[src/hdl/cprf_map.svh]
// constants for the program register file
`ifndef CPRF_MAP_SVH
`define CPRF_MAP_SVH
`define CPRF_ZERO_IDX      5'h00
`define CPRF_EBP_IDX       5'h1e
`define CPRF_PC_MASK       32'h03fffffe
`define CPRF_PC_RESET      32'h00000000
`define CPRF_PC_STEP       32'h00000004
`define CPRF_SR_PC_MASK    32'h03ffffff
`define CPRF_SR_INT_PC     5'h00
`define CPRF_SR_INT_FLAGS  5'h01
`define CPRF_SR_NMI_PC     5'h02
`define CPRF_SR_NMI_FLAGS  5'h03
`define CPRF_SR_INT_SRC    5'h04
`define CPRF_SR_STATUS     5'h05
`define CPRF_SR_CALL_PC    5'h10
`define CPRF_SR_CALL_FLAGS 5'h11
`define CPRF_SR_TRAP_PC    5'h12
`define CPRF_SR_TRAP_FLAGS 5'h13
`define CPRF_SR_CALL_BASE  5'h14
`define CPRF_STATUS_MASK   32'h000000ff
`endif

[src/hdl/cprf_pkg.sv]
// types for the program register file
package cprf_pkg;
    typedef logic [31:0] cprf_word_t;
    typedef logic [4:0]  cprf_idx_t;
    typedef enum logic [1:0] {
        CPRF_SR_PLAIN,
        CPRF_SR_PC,
        CPRF_SR_FLAGS,
        CPRF_SR_NONE
    } cprf_sr_kind_t;
endpackage : cprf_pkg

[src/hdl/cprf_pc.sv]
// program counter with 26-bit even address
`timescale 1ns/1ps
`default_nettype none
`include "cprf_map.svh"
module cprf_pc (
    // clock and reset
    input  wire logic              clk,
    input  wire logic              rst,
    // update
    input  wire logic              inc,
    input  wire logic              load,
    input  wire cprf_pkg::cprf_word_t target,
    // state
    output var  cprf_pkg::cprf_word_t pc
);
    cprf_pkg::cprf_word_t next_pc;
    cprf_pkg::cprf_word_t sum;

    always_comb begin
        sum = pc + `CPRF_PC_STEP;
        next_pc = pc;
        if (load) begin
            next_pc = target & `CPRF_PC_MASK; // RULE_07 RULE_09
        end else if (inc) begin
            next_pc = sum & `CPRF_PC_MASK; // RULE_08
        end
    end

    always_ff @(posedge clk or posedge rst) begin
        if (rst) begin
            pc <= `CPRF_PC_RESET;
        end else begin
            pc <= next_pc; // RULE_06
        end
    end
endmodule : cprf_pc
`default_nettype wire

[src/hdl/cprf_top.sv]
// program and system register file of the core
`timescale 1ns/1ps
`default_nettype none
`include "cprf_map.svh"
// Overview of operation
// RULE_01: thirty-two general registers, index 0 to 31, hold data or addresses.
// RULE_02: all program and system registers are 32 bits wide.
// RULE_03: index 0 always reads as zero.
// RULE_04: writes to index 0 are discarded.
// RULE_05: short load and store use register 30 as memory base.
// RULE_06: program counter holds the executing instruction address.
// RULE_07: program counter bits 31 to 26 always read zero.
// RULE_08: carry out of bit 25 is dropped, address wraps in 26 bits.
// RULE_09: program counter bit 0 is held at zero.
// RULE_10: system registers read by store-system, written by load-system, by number.
// RULE_11: interrupt source register ignores system register loads.
// RULE_12: status word bits 31 to 8 always read zero.
module cprf_top (
    // clock and reset
    input  wire logic                 clk,
    input  wire logic                 rst,
    // general register read ports
    input  wire cprf_pkg::cprf_idx_t  rd_a_idx,
    input  wire cprf_pkg::cprf_idx_t  rd_b_idx,
    output var  cprf_pkg::cprf_word_t rd_a_data,
    output var  cprf_pkg::cprf_word_t rd_b_data,
    // general register write port
    input  wire logic                 wr_en,
    input  wire cprf_pkg::cprf_idx_t  wr_idx,
    input  wire cprf_pkg::cprf_word_t wr_data,
    // short load/store base
    output var  cprf_pkg::cprf_word_t short_base,
    // program counter
    input  wire logic                 pc_inc,
    input  wire logic                 pc_load,
    input  wire cprf_pkg::cprf_word_t pc_target,
    output var  cprf_pkg::cprf_word_t pc,
    // system register access
    input  wire logic                 sys_load_en,
    input  wire logic                 sys_store_en,
    input  wire cprf_pkg::cprf_idx_t  sys_idx,
    input  wire cprf_pkg::cprf_word_t sys_load_data,
    output var  cprf_pkg::cprf_word_t sys_store_data,
    // hardware source of the interrupt code
    input  wire logic                 int_src_set,
    input  wire cprf_pkg::cprf_word_t int_src_code
);
    // ---------------------------------------------------------------
    // general registers
    // ---------------------------------------------------------------
    cprf_pkg::cprf_word_t gpr      [31:0]; // RULE_01 RULE_02
    cprf_pkg::cprf_word_t next_gpr [31:0];
    cprf_pkg::cprf_word_t next_rd_a;
    cprf_pkg::cprf_word_t next_rd_b;
    cprf_pkg::cprf_word_t next_short_base;

    // reading a just-written register returns the new value, saving a bypass upstream
    function automatic cprf_pkg::cprf_word_t read_gpr(input cprf_pkg::cprf_idx_t idx,
                                                      input cprf_pkg::cprf_word_t cur);
        if (idx == `CPRF_ZERO_IDX) begin
            read_gpr = 32'h00000000; // RULE_03
        end else if (wr_en && wr_idx == idx) begin
            read_gpr = wr_data;
        end else begin
            read_gpr = cur;
        end
    endfunction : read_gpr

    always_comb begin
        for (int i = 0; i < 32; i++) begin
            next_gpr[i] = gpr[i];
        end
        if (wr_en && wr_idx != `CPRF_ZERO_IDX) begin
            next_gpr[wr_idx] = wr_data; // RULE_04
        end
        next_gpr[0]     = 32'h00000000; // RULE_03
        next_rd_a       = read_gpr(rd_a_idx, gpr[rd_a_idx]);
        next_rd_b       = read_gpr(rd_b_idx, gpr[rd_b_idx]);
        next_short_base = read_gpr(`CPRF_EBP_IDX, gpr[`CPRF_EBP_IDX]); // RULE_05
    end

    always_ff @(posedge clk or posedge rst) begin
        if (rst) begin
            for (int i = 0; i < 32; i++) begin
                gpr[i] <= 32'h00000000;
            end
            rd_a_data  <= 32'h00000000;
            rd_b_data  <= 32'h00000000;
            short_base <= 32'h00000000;
        end else begin
            for (int i = 0; i < 32; i++) begin
                gpr[i] <= next_gpr[i];
            end
            rd_a_data  <= next_rd_a;
            rd_b_data  <= next_rd_b;
            short_base <= next_short_base;
        end
    end

    // ---------------------------------------------------------------
    // program counter
    // ---------------------------------------------------------------
    cprf_pc u_pc (
        .clk    (clk),
        .rst    (rst),
        .inc    (pc_inc),
        .load   (pc_load),
        .target (pc_target),
        .pc     (pc)
    );

    // ---------------------------------------------------------------
    // system registers
    // ---------------------------------------------------------------
    cprf_pkg::cprf_word_t sr      [31:0];
    cprf_pkg::cprf_word_t next_sr [31:0];
    cprf_pkg::cprf_word_t next_store;

    // pc save slots keep the low 26 bits, bit 0 included; reserved numbers hold nothing
    function automatic cprf_pkg::cprf_sr_kind_t sr_kind(input cprf_pkg::cprf_idx_t idx);
        unique case (idx)
            `CPRF_SR_INT_PC, `CPRF_SR_NMI_PC, `CPRF_SR_CALL_PC, `CPRF_SR_TRAP_PC: begin
                sr_kind = cprf_pkg::CPRF_SR_PC;
            end
            `CPRF_SR_INT_FLAGS, `CPRF_SR_NMI_FLAGS, `CPRF_SR_STATUS,
            `CPRF_SR_CALL_FLAGS, `CPRF_SR_TRAP_FLAGS: begin
                sr_kind = cprf_pkg::CPRF_SR_FLAGS;
            end
            `CPRF_SR_CALL_BASE: begin
                sr_kind = cprf_pkg::CPRF_SR_PLAIN;
            end
            default: begin
                sr_kind = cprf_pkg::CPRF_SR_NONE;
            end
        endcase
    endfunction : sr_kind

    function automatic cprf_pkg::cprf_word_t sr_shape(input cprf_pkg::cprf_idx_t idx,
                                                      input cprf_pkg::cprf_word_t v);
        unique case (sr_kind(idx))
            cprf_pkg::CPRF_SR_PC:    sr_shape = v & `CPRF_SR_PC_MASK;
            cprf_pkg::CPRF_SR_FLAGS: sr_shape = v & `CPRF_STATUS_MASK; // RULE_12
            cprf_pkg::CPRF_SR_PLAIN: sr_shape = v;
            cprf_pkg::CPRF_SR_NONE:  sr_shape = 32'h00000000;
        endcase
    endfunction : sr_shape

    always_comb begin
        for (int i = 0; i < 32; i++) begin
            next_sr[i] = sr[i];
        end
        if (sys_load_en && sys_idx != `CPRF_SR_INT_SRC) begin
            next_sr[sys_idx] = sr_shape(sys_idx, sys_load_data); // RULE_10 RULE_11
        end
        if (int_src_set) begin
            next_sr[`CPRF_SR_INT_SRC] = int_src_code;
        end
        next_store = sys_store_en ? sr[sys_idx] : sys_store_data; // RULE_10
    end

    always_ff @(posedge clk or posedge rst) begin
        if (rst) begin
            for (int i = 0; i < 32; i++) begin
                sr[i] <= 32'h00000000;
            end
            sys_store_data <= 32'h00000000;
        end else begin
            for (int i = 0; i < 32; i++) begin
                sr[i] <= next_sr[i];
            end
            sys_store_data <= next_store;
        end
    end
endmodule : cprf_top
`default_nettype wire

[config.mk]
export PLATFORM = sky130hd
export DESIGN_NAME = cprf_top
export DESIGN_NICKNAME = d
export VERILOG_FILES = /design/src/hdl/cprf_pkg.sv /design/src/hdl/cprf_pc.sv /design/src/hdl/cprf_top.sv
export VERILOG_INCLUDE_DIRS = /design/src /design/src/hdl
export SDC_FILE = /design/constraint.sdc
export NUM_CORES = 2
export LEC_CHECK = 0
export ABC_CLOCK_PERIOD_IN_PS = 80800
export BUFFER_PORTS_ARGS = -buffer_cell sky130_fd_sc_hd__buf_2
export CAP_MARGIN = 10
export CORE_MARGIN = 1
export CORE_UTILIZATION = 30
export DETAILED_ROUTE_END_ITERATION = 16
export GPL_TIMING_DRIVEN = 0
export PLACE_DENSITY = 0.47
export SLEW_MARGIN = 25
export SYNTH_ARGS = -nofsm -noshare
export SYNTH_HDL_FRONTEND = slang
export SYNTH_SLANG_ARGS = --single-unit
[constraint.sdc]
create_clock -name clk -period 80.8 [get_ports clk]
set_input_delay 4.04 -clock clk [delete_from_list [all_inputs] [get_ports clk]]
set_output_delay 4.04 -clock clk [all_outputs]
set_load 0.01 [all_outputs]
; Word level (Yosys, flattened, before mapping)
; Memory sizes are Yosys's and may differ from the RTL's.
; Index checks and enable logic that the tools add are counted.
[totals]
elab_cells = 120
mem_count = 1
regBits = 2176
output_inout_bits = 160
input_bits = 156
mem_bits_ro = 64
[memory_table]
columns = name, words, width, rd, rd_clocked_by_memory_dff, wr, line
row1 = (no name shown), 32, 2, 1, 0, 0, cprf_top.sv:121  ; unique case (idx)
[op_classes]
n_eq_ne = 7
mux = 24
n_addsub = 1
n_reduce_logical = 13
n_lt_le_gt_ge = 6
[op_table]
columns = cell, count
row1 = 1024-bit bitwise mux, 2
row2 = 32-bit binary-select mux with 5-bit select, 3
row3 = 32-bit 2-to-1 mux, 14
row4 = 32-bit demux with 5-bit select, 2
row5 = 160-bit 2-to-1 mux, 1
row6 = 32-bit one-hot mux with 4 select lines, 1
row7 = "26-bit by 3-bit adder with 26-bit output, second input constant", 1
row8 = "5-bit by 6-bit less-than comparator with 1-bit output, second input constant", 4
row9 = 5-bit equality test, 2
row10 = "5-bit by 1-bit >= comparator with 1-bit output, second input constant", 2
row11 = 5-bit logical NOT, 2
row12 = 1-bit logical AND, 7
row13 = "5-bit equality test, second input constant", 1
row14 = "5-bit by 3-bit != test with 1-bit output, second input constant", 1
row15 = 5-bit nonzero test, 1
row16 = "2-bit equality test, second input constant", 2
row17 = 2-bit nonzero test, 2
row18 = "2-bit by 1-bit equality test with 1-bit output, second input constant", 1
row19 = 2-bit logical NOT, 1
row20 = 2-bit 2-to-1 mux, 1

; Depth between registers and ports, before layout
[logic_depth]
depth_word = 9
depth_mapped = 11
mapped_depth_nobuf = 7

; Hierarchy
; From an unflattened synthesis, not the netlist that was laid out.
[unflattened]
hier_cells = 7652
area_unflattened_um2 = 101353.5
[by_module_without_submodules]
columns = mod, area_each_um2, seq_area_each_um2, n_inst, cells_each
row1 = cprf_top, 99917.1, 53651.5, 1, 7490
row2 = cprf_pc, 1436.4, 625.6, 1, 162

; Worst setup path before layout
; Ideal clock, no wire load.
[synth_timing]
path_type = input-to-reg
startpoint = input port sys_idx[0]
endpoint = register sys_store_data[12]
cell_stages = 7
path_slack_ns = 74.993
arrival_ns = 5.680
path_buffers = 3
setup_time_ns = 0.127
required_ns = 80.673
path_cell_list = buf_6 -> buf_6 -> buf_2 -> mux4_2 -> a22o_1 -> a221oi_1 -> nor2_1
[synth_via]
elab_chain_cells = 2
[synth_rtl]
columns = item, line
row1 = from (decl), cprf_top.sv:41  ; input wire cprf_pkg::cprf_idx_t sys_idx,
row2 = 32-bit binary-select mux with 5-bit select, cprf_top.sv:158  ; next_store = sys_store_en ? sr[sys_idx] : sys_store_data;
row3 = 32-bit 2-to-1 mux (implied by the code), cprf_top.sv:158
row4 = to (signal assigned), cprf_top.sv:171  ; sys_store_data <= next_store;
row5 = to (decl), cprf_top.sv:43  ; output var cprf_pkg::cprf_word_t sys_store_data,
; No other way between the ends. The select of a mux whose other input is x is not followed.
; A chain may end at the register's enable or synchronous reset.

; Final worst setup path
[layout_timing]
startpoint = input port rd_b_idx[0]
endpoint = register rd_b_data[30]
[layout_via]
elab_chain_cells = 4
word_cells_on_any_way = 7
cone_classes = 1 x eq/ne / 4 x mux / 2 x reduce/logical
[layout_rtl]
columns = item, line
row1 = from (decl), cprf_top.sv:24  ; input wire cprf_pkg::cprf_idx_t rd_b_idx,
row2 = 32-bit binary-select mux with 5-bit select / 5-bit equality test (equally long branches), "cprf_top.sv:78, cprf_top.sv:62"
row3 = 32-bit 2-to-1 mux (implied by the code) / 1-bit logical AND (equally long branches), "cprf_top.sv:78, cprf_top.sv:62"
row4 = 32-bit 2-to-1 mux, cprf_top.sv:62  ; end else if (wr_en && wr_idx == idx) begin
row5 = 32-bit 2-to-1 mux *, cprf_top.sv:60  ; if (idx == `CPRF_ZERO_IDX) begin
row6 = via next_rd_b[30], cprf_top.sv:54  ; cprf_pkg::cprf_word_t next_rd_b;
row7 = to (signal assigned), cprf_top.sv:95  ; rd_b_data <= next_rd_b;
row8 = to (decl), cprf_top.sv:26  ; output var cprf_pkg::cprf_word_t rd_b_data,
; Mark *: on every way through the listed nets, which the timed path passes. The rest lies on a longest branch. The select of a mux whose other input is x is not followed.

==> flow_metrics.py <==
metrics = {
    "clocking": {
        "cts_tree": "done",
        "insertion_delay_ps": 910,
        "cts_sinks": 2169,
        "hold_buffers": 0,
        "post_cts_buffers": 0,
        "cts_buffer_depth": 4,
        "numCtsBuffers": 262,
        "root_buffer": "clkbuf_16",
        "path_clk_slew_ps": 60,
        "h-tree-depth": 5,
        "cts.repair.resized": 0,
    },
    "timing": {
        "period_share_pct": 8.70,
        "skew_ps": 58.6,
        "rsz0062_at_grt": "false",
        "max_freq_ghz": 0.142,
        "setup_viol": 0,
        "slew_violations": 0,
        "hold_viol_final": 0,
        "tightest_slew_ps": 1100,
        "finalCriticalPeriod_ps": 7030,
        "tns_ps": 0,
        "relSlewSlack_pct": 26.5,
        "worst_slack_ps": 73770,
    },
    "logic_synthesis": {
        "netlist_area_sq_um": 101000,
        "synth_edf_count": 0,
        "async_flop_share_pct": 100,
        "synth-seq-cells": 2169,
        "ys.flop_type": "dfrtp_1",
        "synthTopCellsByCount": "dfrtp_1 (2169), mux2_2 (1122), mux4_2 (608), nor2b_1 (474), and2_1 (375)",
        "synth_top_cell_area_share_pct": 53.8,
        "synth-seq-area-share_pct": 53.8,
        "synthesis.instances": 7289,
        "synth.distinct_cells": 61,
        "yosysMostFrequentCell": "dfrtp_1",
        "syn_avg_cell_area_sq_um": 13.8,
        "yosysWarnings": 0,
        "synthTopCellsByArea": "dfrtp_1 (54%), mux4_2 (14%), mux2_2 (13%)",
        "yosysTopAreaCell": "dfrtp_1",
    },
    "worst_hold_path": {
        "hold_start": "sr[76]",
        "hold_path_end": "sr[76]",
        "worstHoldPathCells": 2,
        "hold_class": "reg2reg",
    },
    "worst_setup_path": {
        "crit_fanout": 10,
        "worstSetupPathType": "in2reg",
        "slowest_delay_ps": 830,
        "regToRegSetupSlack_ps": 78150,
        "cpLargestDelayFamily": "buffers and inverters",
        "r2r_start": "sr[154]",
        "arrival_ps": 7710,
        "endpoint_kind": "flop",
        "timing.rr.end": "sys_store_data[26]",
        "worstPathRequired_ps": 81480,
        "worstPathBufferInverterCount": 4,
        "worstSetupStartpointType": "primary input",
        "cp_cell_sequence": "buf_2 -> buf_4 -> buf_4 -> buf_2 -> nor2b_1 -> a221oi_1 -> a221oi_1 -> nor3_1 -> nor3_1",
        "r2r_cells": 4,
        "crit_cells": 9,
        "cp_slowest_cell": "a221oi_1",
    },
    "layout": {
        "final_nets": 8028,
        "finalNonFillerCells": 12460,
        "fin_area_sq_um": 117000,
        "ff_latch_area_sq_um": 54300,
        "drive_above_1_share_pct": 34.0,
        "multiInputGateArea_sq_um": 43300,
        "fillerInstances": 32224,
        "areaGrowthSynthToFinish_pct": 16.4,
    },
    "route": {
        "post_drt_via_cell_ratio": 5.29,
        "first_pass_iters": 7,
        "wl_per_cell_um": 29.0,
        "wl_mm": 362,
        "final_antenna_net_count": 0,
        "vias": 65966,
        "drc": 0,
        "drt_iter0_markers": 5689,
    },
    "die": {
        "core.rowCount": 212,
        "pin_count": 316,
        "start_util_pct": 30.2,
        "fp.dieW_um": 582,
        "die_area_sq_um": 339000,
        "core-area_sq_um": 334000,
        "die_y_um": 582,
    },
    "pwr": {
        "p_leak_nw": 52.9,
        "powerDensity_nw_per_um2": 24.9,
        "peakVddDrop_mv": 0.0151,
    },
    "global_routing": {
        "antenna_found_initial": 27,
        "grt_pass1_vias": 68332,
        "overflow": 0,
        "grt_max_degree": 99,
        "grt_pass1_wl_mm": 519,
        "grt_usage_pct": 21.1,
    },
    "placed_design": {
        "dp_hpwl_mm": 272,
        "gp_congestion": 0.907,
        "place_ws_ps": 73100,
        "place_inst": 11993,
        "io_buffer_count": 282,
        "placed_area_sq_um": 109000,
    },
    "run": {
        "drv_cap": 0,
    },
    "run_status": {
        "status": "completed",
    },
}
[per-layer routing]
| layer | GRT usage [%] | routed length (um) | vias up |
|---|---|---|---|
| met1 | 29.3 | 159000 | 35215 |
| met5 | 0 | 0 | - |
| met4 | 7.19 | 13400 | 0 |
| met3 | 3.44 | 22000 | 585 |
| met2 | 33.5 | 167000 | 2379 |
| li1 | - | - | 27787 |
[tightest hold or removal path: cells and delay by family, from the launching register on]
family	cells	cell delay, ps
flip-flops	1	340
AND/OR/NAND/NOR	1	40
AO/OA/AOI/OAI	1	60
[layout make-up]
type                       count  area share (%)
clock buffer                 372            6.61
inverter                      61           0.201
tap                         4387            4.67
clock inverter                84           0.896
buffer                       670            2.74
timing repair buffer         312            1.85
antenna                       10          0.0213
sequential                  2169            46.2
multi-input combinational   4395            36.8
[layout by cell type (no fill, tap or decap), drive strengths merged, types with 105 or more instances in the layout]
cell type | Yosys | layout
a22oi | 105 | 105
a221oi | 161 | 161
mux4 | 608 | 608
and2 | 377 | 377
nor2 | 150 | 150
nor3 | 137 | 137
nor2b | 474 | 474
clkbuf | 355 | 728
mux2 | 1139 | 1139
dfrtp | 2169 | 2169
mux2i | 253 | 253
buf | 315 | 626
nand2 | 293 | 293
o21ai | 327 | 327
[stage by stage]
stage / hold slack [ps] / power [mW] / util [%]
after floorplan: 445 / 1.57 / -
after global placement: 457 / 1.71 / 32.3
final: 475 / 2.93 / 35.2
after global routing: 485 / 3.04 / 35.2
after CTS: 479 / 2.95 / 35.2
after detailed placement: 465 / 1.72 / 32.5
[how the worst max path moves through the flow]
stage | slack [ps] | from | to
global route | 73870 | rd_b_idx[0] | rd_b_data[30]
finish | 73770 | rd_b_idx[0] | rd_b_data[30]
CTS | 74010 | rd_a_idx[4] | rd_a_data[10]
detailed placement | 73100 | rd_a_idx[4] | rd_a_data[11]
floorplan | 15480 | rst | gpr[1000]
global placement | -7820 | rst | gpr[1009]
[sequential cells by signal, indices dropped and copies added (netlist names)]
register	flops
short_base	32
sys_store_data	32
u_pc.pc	25
sr	1024
rd_b_data	32
gpr	992
rd_a_data	32
[power by group]
part | switching, mW | internal (mW) | total [mW] | leakage [nW]
Sequential | 0.0832 | 1.20 | 1.29 | 28.8
Clock | 0.489 | 0.731 | 1.22 | 4.35
Combinational | 0.212 | 0.208 | 0.420 | 19.7
[logic make-up (layout without fill, tap and decap cells)]
group	Yosys count	after routing	share of synthesized area (%)
other	1	17	0.00372
and+or+nand+nor	1534	1534	8.27
AOI/OAI and AO/OA	819	819	5.44
xor gates and xnor gates	34	34	0.295
adders and majority gates	1	1	0.0124
buffers and inverters	731	1499	3.40
DFF	2169	2169	53.8
muxes	2000	2000	28.8
Power figures use the tool's default switching activity.
